File: src/rtl/eil_pkg.sv
package eil_pkg;
    // ****************************************
    // register map
    // ****************************************
    localparam logic [11:0] EIL_ADDR_STATUS_CONTROL = 12'h000;
    localparam logic [11:0] EIL_ADDR_SYS_CONTROL = 12'h004;
    // ****************************************
    // status and control fields
    // ****************************************
    localparam int EIL_BIT_SENSE = 0;
    localparam int EIL_BIT_MASK = 1;
    localparam int EIL_BIT_ACK = 2;
    localparam int EIL_BIT_PENDING = 3;
    localparam logic [7:0] EIL_STATUS_RESET = 8'h00;
    // ****************************************
    // system control fields
    // ****************************************
    localparam int EIL_BIT_PIN_ENABLE = 0;
    localparam int EIL_BIT_BREAK_CLEAR = 1;
    localparam logic [1:0] EIL_SYS_RESET = 2'h0;
endpackage : eil_pkg

File: src/rtl/eil_top.sv
// Contract
// - pin works as interrupt only when enabled
// - falling pin edge sets the latch
// - vector fetch acknowledge clears the latch
// - reset clears the latch
// - edge-only after reset, select adds level
// - mask withholds latched request from priority logic
// - level mode clears after ack and pin high
// - edge after software ack sets latch again
// - reset clears latch and sense select
// - edge mode ack clears latch at once
// - pending flag bit 3 ignores mask
// - mask bit 1 disables request when one
// - sense bit 0 selects edge plus level
// - unmasked taken request loads vector address
// - latching continues in wait and stop, wakes
// - break clear only with break clear enable
// - global mask blocks this request too
// - bits 7 to 4 read zero, reset zero
//
// Register access over APB and the register addresses were decided locally.
module eil_top
    import eil_pkg::*;
(
    // clock and reset
    input wire logic CLK,
    input wire logic ARST_N,
    // apb slave
    input wire logic PSEL,
    input wire logic PENABLE,
    input wire logic PWRITE,
    input wire logic [11:0] PADDR,
    input wire logic [31:0] PWDATA,
    output logic [31:0] PRDATA,
    output logic PREADY,
    output logic PSLVERR,
    // request pin, active low
    input wire logic IRQ_PIN_N,
    // cpu side
    input wire logic VECTOR_ACK,
    input wire logic CCR_REQUEST_MASK,
    input wire logic BREAK_STATE,
    output logic IRQ_REQ,
    output logic VECTOR_SEL,
    output logic WAKEUP
);
    // ****************************************
    // bus decode
    // ****************************************
    logic wr_en;
    logic rd_en;
    logic hit_sc;
    logic hit_sys;
    assign wr_en = PSEL && PENABLE && PWRITE;
    assign rd_en = PSEL && PENABLE && !PWRITE;
    assign hit_sc = (PADDR == EIL_ADDR_STATUS_CONTROL);
    assign hit_sys = (PADDR == EIL_ADDR_SYS_CONTROL);
    // zero wait states; unmapped addresses answer with an error
    assign PREADY = 1'b1;
    assign PSLVERR = PSEL && PENABLE && !(hit_sc || hit_sys);

    // ****************************************
    // control bits
    // ****************************************
    logic sense_r;
    logic mask_r;
    logic pin_en_r;
    logic brk_clr_r;
    always_ff @(posedge CLK or negedge ARST_N) begin
        if (!ARST_N) begin
            sense_r <= EIL_STATUS_RESET[EIL_BIT_SENSE];
            mask_r <= EIL_STATUS_RESET[EIL_BIT_MASK];
        end else if (wr_en && hit_sc) begin
            sense_r <= PWDATA[EIL_BIT_SENSE];
            mask_r <= PWDATA[EIL_BIT_MASK];
        end
    end
    always_ff @(posedge CLK or negedge ARST_N) begin
        if (!ARST_N) begin
            pin_en_r <= EIL_SYS_RESET[EIL_BIT_PIN_ENABLE];
            brk_clr_r <= EIL_SYS_RESET[EIL_BIT_BREAK_CLEAR];
        end else if (wr_en && hit_sys) begin
            pin_en_r <= PWDATA[EIL_BIT_PIN_ENABLE];
            brk_clr_r <= PWDATA[EIL_BIT_BREAK_CLEAR];
        end
    end

    // ****************************************
    // pin synchroniser and edge detect
    // ****************************************
    // the first stage feeds only the second; edges come from stages two and three
    logic sync1_r;
    logic sync2_r;
    logic pin_d_r;
    always_ff @(posedge CLK or negedge ARST_N) begin
        if (!ARST_N) begin
            sync1_r <= 1'b1;
            sync2_r <= 1'b1;
            pin_d_r <= 1'b1;
        end else begin
            sync1_r <= IRQ_PIN_N;
            sync2_r <= sync1_r;
            pin_d_r <= sync2_r;
        end
    end
    logic pin_low;
    logic fall;
    // a disabled pin reads as idle high so it serves its other functions
    assign pin_low = pin_en_r && !sync2_r;
    assign fall = pin_en_r && pin_d_r && !sync2_r;

    // ****************************************
    // latch
    // ****************************************
    logic sw_ack;
    logic ack;
    logic latch_r;
    logic latch_nxt;
    // in break the software clear is ignored unless allowed
    assign sw_ack = wr_en && hit_sc && PWDATA[EIL_BIT_ACK]
                    && (!BREAK_STATE || brk_clr_r);
    assign ack = sw_ack || VECTOR_ACK;
    always_comb begin
        latch_nxt = latch_r;
        if (ack) begin
            latch_nxt = 1'b0;
        end
        // a new edge wins over a clear in the same cycle
        if (fall) begin
            latch_nxt = 1'b1;
        end
    end
    always_ff @(posedge CLK or negedge ARST_N) begin
        if (!ARST_N) begin
            latch_r <= 1'b0;
        end else begin
            latch_r <= latch_nxt;
        end
    end

    // ****************************************
    // request and status
    // ****************************************
    logic pending;
    // level mode keeps the request up while the pin stays low
    assign pending = latch_r || (sense_r && pin_low);
    assign IRQ_REQ = pending && !mask_r && !CCR_REQUEST_MASK;
    assign VECTOR_SEL = IRQ_REQ;
    assign WAKEUP = pending && !mask_r;

    always_ff @(posedge CLK or negedge ARST_N) begin
        if (!ARST_N) begin
            PRDATA <= 32'h0000_0000;
        end else if (PSEL && !PENABLE && !PWRITE) begin
            PRDATA <= 32'h0000_0000;
            if (PADDR == EIL_ADDR_STATUS_CONTROL) begin
                PRDATA[EIL_BIT_PENDING] <= pending;
                PRDATA[EIL_BIT_MASK] <= mask_r;
                PRDATA[EIL_BIT_SENSE] <= sense_r;
            end else if (PADDR == EIL_ADDR_SYS_CONTROL) begin
                PRDATA[EIL_BIT_PIN_ENABLE] <= pin_en_r;
                PRDATA[EIL_BIT_BREAK_CLEAR] <= brk_clr_r;
            end
        end
    end

    // ****************************************
    // checks
    // ****************************************
    edge_sets_a: assert property (@(posedge CLK) disable iff (!ARST_N)
        fall |=> latch_r)
        else $error("falling edge did not set latch");
    edge_clear_a: assert property (@(posedge CLK) disable iff (!ARST_N)
        (ack && !fall && !sense_r) |=> !pending)
        else $error("edge mode ack did not clear");
    level_hold_a: assert property (@(posedge CLK) disable iff (!ARST_N)
        (sense_r && pin_low) |-> pending)
        else $error("level request dropped while pin low");
    mask_gate_a: assert property (@(posedge CLK) disable iff (!ARST_N)
        mask_r |-> !IRQ_REQ)
        else $error("masked request forwarded");
    global_mask_a: assert property (@(posedge CLK) disable iff (!ARST_N)
        CCR_REQUEST_MASK |-> !IRQ_REQ)
        else $error("global mask ignored");
    break_keep_a: assert property (@(posedge CLK) disable iff (!ARST_N)
        (BREAK_STATE && !brk_clr_r && !VECTOR_ACK && latch_r) |=> latch_r)
        else $error("latch cleared in protected break");
    disabled_pin_a: assert property (@(posedge CLK) disable iff (!ARST_N)
        (!pin_en_r && !latch_r) |=> !latch_r)
        else $error("disabled pin set latch");
    sync_delay_a: assert property (@(posedge CLK) disable iff (!ARST_N)
        (pin_en_r && $fell(IRQ_PIN_N)) ##1 (pin_en_r && !IRQ_PIN_N) |=> fall)
        else $error("edge not seen two cycles later");
endmodule : eil_top

File: config.mk
export PLATFORM = sky130hd
export DESIGN_NAME = eil_top
export DESIGN_NICKNAME = d
export VERILOG_FILES = /design/src/rtl/eil_pkg.sv /design/src/rtl/eil_top.sv
export SDC_FILE = /design/constraint.sdc
export NUM_CORES = 1
export LEC_CHECK = 0
export BUFFER_PORTS_ARGS = -buffer_cell sky130_fd_sc_hd__buf_2
export CAP_MARGIN = 20
export CORE_MARGIN = 3
export CORE_UTILIZATION = 33
export CTS_CLUSTER_DIAMETER = 100
export DETAILED_ROUTE_END_ITERATION = 8
export PLACE_DENSITY = 0.78
export SETUP_SLACK_MARGIN = 0.05
export SYNTH_ARGS = -nofsm -noshare
export SYNTH_HDL_FRONTEND = slang
export SYNTH_SLANG_ARGS = --single-unit
File: constraint.sdc
create_clock -name CLK -period 1.6 [get_ports CLK]
set_input_delay 0.16 -clock CLK [delete_from_list [all_inputs] [get_ports CLK]]
set_output_delay 0.16 -clock CLK [all_outputs]
set_load 0.02 [all_outputs]
* Yosys cells after proc, flatten, opt, wreduce, memory -nomap -nowiden
Index checks and enable logic that the tools add are counted.
** Operators by class
- $add $sub $neg :: 0
- Multipliers :: 0
- Div/mod/pow operators :: 0
- Magnitude comparators :: 0
- Equal/unequal tests :: 1
- Shifts and indexed selects :: 0
- Multiplexer cells :: 5
- Bitwise logic cells :: 0
- Reduce and logical (&&, ||, !) cells :: 28
** Operator list (count)
- $logic_and A1 B1 Y1 :: 15
- $eq A12 B3 Y1 const B :: 1
- $logic_not A12 Y1 :: 1
- $logic_not A1 Y1 :: 7
- $logic_or A1 B1 Y1 :: 4
- $mux W2 :: 2
- $mux W1 :: 3
- $reduce_bool A2 Y1 :: 1
** Storage, ports and cells
- Register bits after elaboration :: 11
- Latch bits :: 0
- RAM bits :: 0
- Bits in read-only memories :: 0
- Input bits :: 53
- Output and inout bits :: 37
- Logic and storage cells :: 43
- Memories kept :: 0

* Longest topological paths before layout
- Word-level depth :: 8
- Gate-level depth with buffers :: 4
- Mapped depth without buffers :: 3

* Worst setup path before layout
OpenSTA, ideal clock, no wires.
- Kind :: reg2out
- Start point :: reg pin_en_r
- End point :: out VECTOR_SEL
- Data arrival time :: 1.373 ns
- Path slack :: 0.067 ns
- Stages on the path, launching flop included :: 5
- Cells stage by stage :: dfrtp_1 nor2b_1 a21oi_1 nor3_1 buf_4
** Between the ends
- Longest elaborated chain between the ends :: 5
** Ends and longest elaborated chain
- start: declaration :: RTL line eil_top.sv:67 : logic pin_en_r;
- start signal: assignment :: RTL line eil_top.sv:80 : pin_en_r <= EIL_SYS_RESET[EIL_BIT_PIN_ENABLE];
- start signal: assignment :: RTL line eil_top.sv:83 : pin_en_r <= PWDATA[EIL_BIT_PIN_ENABLE];
- $logic_and A1 B1 Y1 :: RTL line eil_top.sv:109 : assign pin_low = pin_en_r && !sync2_r;
- $logic_and A1 B1 Y1 :: RTL line eil_top.sv:146 : assign pending = latch_r || (sense_r && pin_low);
- $logic_or A1 B1 Y1 :: RTL line eil_top.sv:146
- $logic_and A1 B1 Y1 (2 in a row) :: RTL line eil_top.sv:147 : assign IRQ_REQ = pending && !mask_r && !CCR_REQUEST_MASK;
- end: declaration :: RTL line eil_top.sv:44 : output logic VECTOR_SEL,
Every way passes these cells.

* Worst setup path in the final report
- Start point :: in PADDR[7]
- End point :: out PSLVERR
** Between the ends
- Longest elaborated chain between the ends :: 4
** Ends and longest elaborated chain
- start: declaration :: RTL line eil_top.sv:32 : input wire logic [11:0] PADDR,
- $eq A12 B3 Y1 or $logic_not A12 Y1 (tied branches) :: RTL line eil_top.sv:57, eil_top.sv:56
- $logic_or A1 B1 Y1 * :: RTL line eil_top.sv:60 : assign PSLVERR = PSEL && PENABLE && !(hit_sc || hit_sys);
- $logic_not A1 Y1 * :: RTL line eil_top.sv:60
- $logic_and A1 B1 Y1 * :: RTL line eil_top.sv:60
- end: declaration :: RTL line eil_top.sv:36 : output logic PSLVERR,
Mark *: on every way between the ends. The rest lies on a longest branch, timed or not.

==> flow_metrics.py <==
metrics = {
    "route": {
        "dr.pass1.iters": 3,
        "drc": 0,
        "drt_iter0_markers": 5,
        "vias_per_cell": 4.31,
        "routed_wl_mm": 1.62,
        "wire_per_inst_um": 11.3,
        "vias": 616,
        "drtAntennaViolNets": 0,
    },
    "floorplan": {
        "row_count": 17,
        "start_util_pct": 35.4,
        "core_area_mm2": 0.00223,
        "fp.dieArea_mm2": 0.00302,
        "die-width_um": 54.9,
        "pin_count": 90,
        "chipHeight_um": 54.9,
    },
    "global_route": {
        "grt_util_met2_pct": 22.6,
        "use_met3_pct": 1.61,
        "grt_max_degree": 12,
        "met1_usage_pct": 12.3,
        "grt_pass1_wl_mm": 2.48,
        "first_global_vias": 575,
        "grt-busiest-layer": "met2",
        "antenna_found_initial": 0,
        "grt_use_total_pct": 11.8,
        "grt_overflow": 0,
    },
    "setup_path": {
        "arrival_ps": 1440,
        "cp_top_family": "simple AND/OR/NAND/NOR gates",
        "worst_setup_path_end_kind": "output pin",
        "timing.critical_path.buf_inv": 2,
        "slowest_delay_ps": 520,
        "startpoint": "PADDR[7]",
        "required_ps": 1440,
        "crit_path_frequent_cell": "buf_6",
        "crit_fanout": 2,
        "path_cells": "buf_6, or4_4, or3_4, and3_4, buf_6",
        "start_kind": "input pin",
        "reg2reg_from": "pin_en_r",
        "crit_slowest_cell": "or4_4",
        "crit_type": "in -> out",
    },
    "clock_network": {
        "clock_sink_count": 11,
        "numCtsBuffers": 3,
        "root_buffer": "clkbuf_4",
        "insertion_delay_ps": 270,
        "clk_pin_slew_ps": 70,
        "cts_max_level": 1,
        "clock_path_buffers": 2,
        "cts_tree": "yes",
    },
    "synthesis": {
        "seq_area_frac_synth_pct": 35.3,
        "netlist_instances": 77,
        "synthDistinctLibCells": 28,
        "syn_avg_cell_area_um2": 10.3,
        "ys.warnings.count": 0,
        "ys_ff_latch": 11,
        "synth_area_um2": 790,
    },
    "timing": {
        "fin_crit_sh_pct": 99.9,
        "hold_violations": 0,
        "max_freq_mhz": 625,
        "whs_ps": 135,
        "finalClockSkew_ps": 0.918,
        "rsz0062_at_grt": "true",
        "drv_slew": 0,
        "fin_crit_ps": 1600,
        "setup_viol": 0,
    },
    "layout": {
        "fin_nets": 169,
        "fillers": 228,
        "drive_gt1_share_pct": 49.6,
        "area_growth_pct": 24.9,
        "multi_input_area_um2": 412,
        "layout_commonest_cell": "conb_1",
        "layout_common_cells": "conb_1 (30), buf_2 (27), dfrtp_1 (8), buf_4 (6), nand2_1 (4)",
        "diodes": 0,
        "ff_latch_area_um2": 279,
    },
    "min_path": {
        "min-delay-start": "PWDATA[0]",
        "hold_path_class": "in -> reg",
    },
    "run_status": {
        "status": "finished, final reports clean",
    },
    "place": {
        "portBuffers": 30,
        "hpwl_mm": 1.26,
        "gp_congestion": 0.716,
    },
    "flow_run": {
        "max-cap-violations": 0,
    },
    "power_and_ir_drop": {
        "power_mw": 0.611,
        "ir_drop_mv": 0.447,
        "p_leak_nw": 0.535,
        "power_density_mw_per_mm2": 619,
    },
}
[logic make-up after synthesis]
group / after synthesis / share of synthesized area [%]
compound gates: 6 / 6.50
buf+inv: 32 / 30.0
flops: 11 / 35.3
mux: 6 / 8.24
other cells: 2 / 0.951
simple gates: 20 / 19.0
[path summary, 6_finish.rpt]
check                      slack (ps)        end  cells after the start
min                               140    sense_r                      2
max reg2reg                       400  PRDATA[3]                      4
min reg2reg                       360    sync2_r                      0
max in group asynchronous        1070    sync2_r                      2
max                                 1    PSLVERR                      5
min in group asynchronous         270     mask_r                      2
[stage by stage]
stage | instances | utilization, % | setup TNS (ps) | setup WS [ps] | cell area, um2
after floorplan | 105 | - | 0 | 66.6 | 895
after global placement | 134 | 38.8 | -578 | -90.3 | 866
after detailed placement | 134 | 38.8 | -794 | -130 | 866
after CTS | 142 | 42.5 | 0 | 6.41 | 948
after global routing | 143 | 44.1 | -15.1 | -15.1 | 986
final | 143 | 44.1 | 0 | 1.06 | 986
[worst register-to-register path, cell delays in order (launching register included)]
cell and delay [ps]:
dfrtp_1 370, nor2b_2 180, a21oi_2 110, buf_4 150, o41ai_2 290
[area by class of cell]
class	instances	share of cell area [%]
tap	28	3.55
multi-input combinational	62	41.8
clock buffer	4	2.66
timing repair buffer	38	23.7
sequential	11	28.3
[synthesized netlist by cell type (all sizes together)]
master	instances	area [um2]
dfrtp	8	200
or3b	1	8.76
conb	2	7.51
mux2i	2	20.0
or3	2	17.5
o211ai	1	7.51
nand3	1	5.00
nand2	4	15.0
nand4	1	6.26
clkbuf	1	3.75
nand2b	2	12.5
a21oi	1	5.00
o41ai	1	16.3
a21o	1	7.51
o31ai	2	15.0
dfstp	3	78.8
nor4	2	33.8
or4	3	30.0
and3	1	6.26
nor3	1	5.00
nor2	1	3.75
nor2b	1	6.26
mux2	4	45.0
buf	31	233
[sequential cells by signal, summed over array words and instances, names as in the netlist]
signal	cells
sync1_r	1
sense_r	1
sync2_r	1
pin_en_r	1
pin_d_r	1
brk_clr_r	1
mask_r	1
latch_r	1
PRDATA	3
[per-layer routing]
metal,up-vias,wire length (um)
met3,2,204
met4,0,16
li1,277,-
met2,53,891
met1,284,506
met5,-,0
[where the power goes]
group	leakage [nW]	internal [mW]	switching, mW	total, mW
clock network	0.0150	0.0966	0.0924	0.189
registers	0.143	0.285	0.00178	0.287
logic	0.377	0.0403	0.0947	0.135
[timing repair]
item	4_1_cts	5_1_grt
hold buffers	2	0
endpoints found under the setup margin	4	7
buffers inserted	2	1
resized for setup	5	6
pin swaps	4	4
endpoints found under the hold margin	12	0
Note: power is estimated with default switching activity, not from simulation.
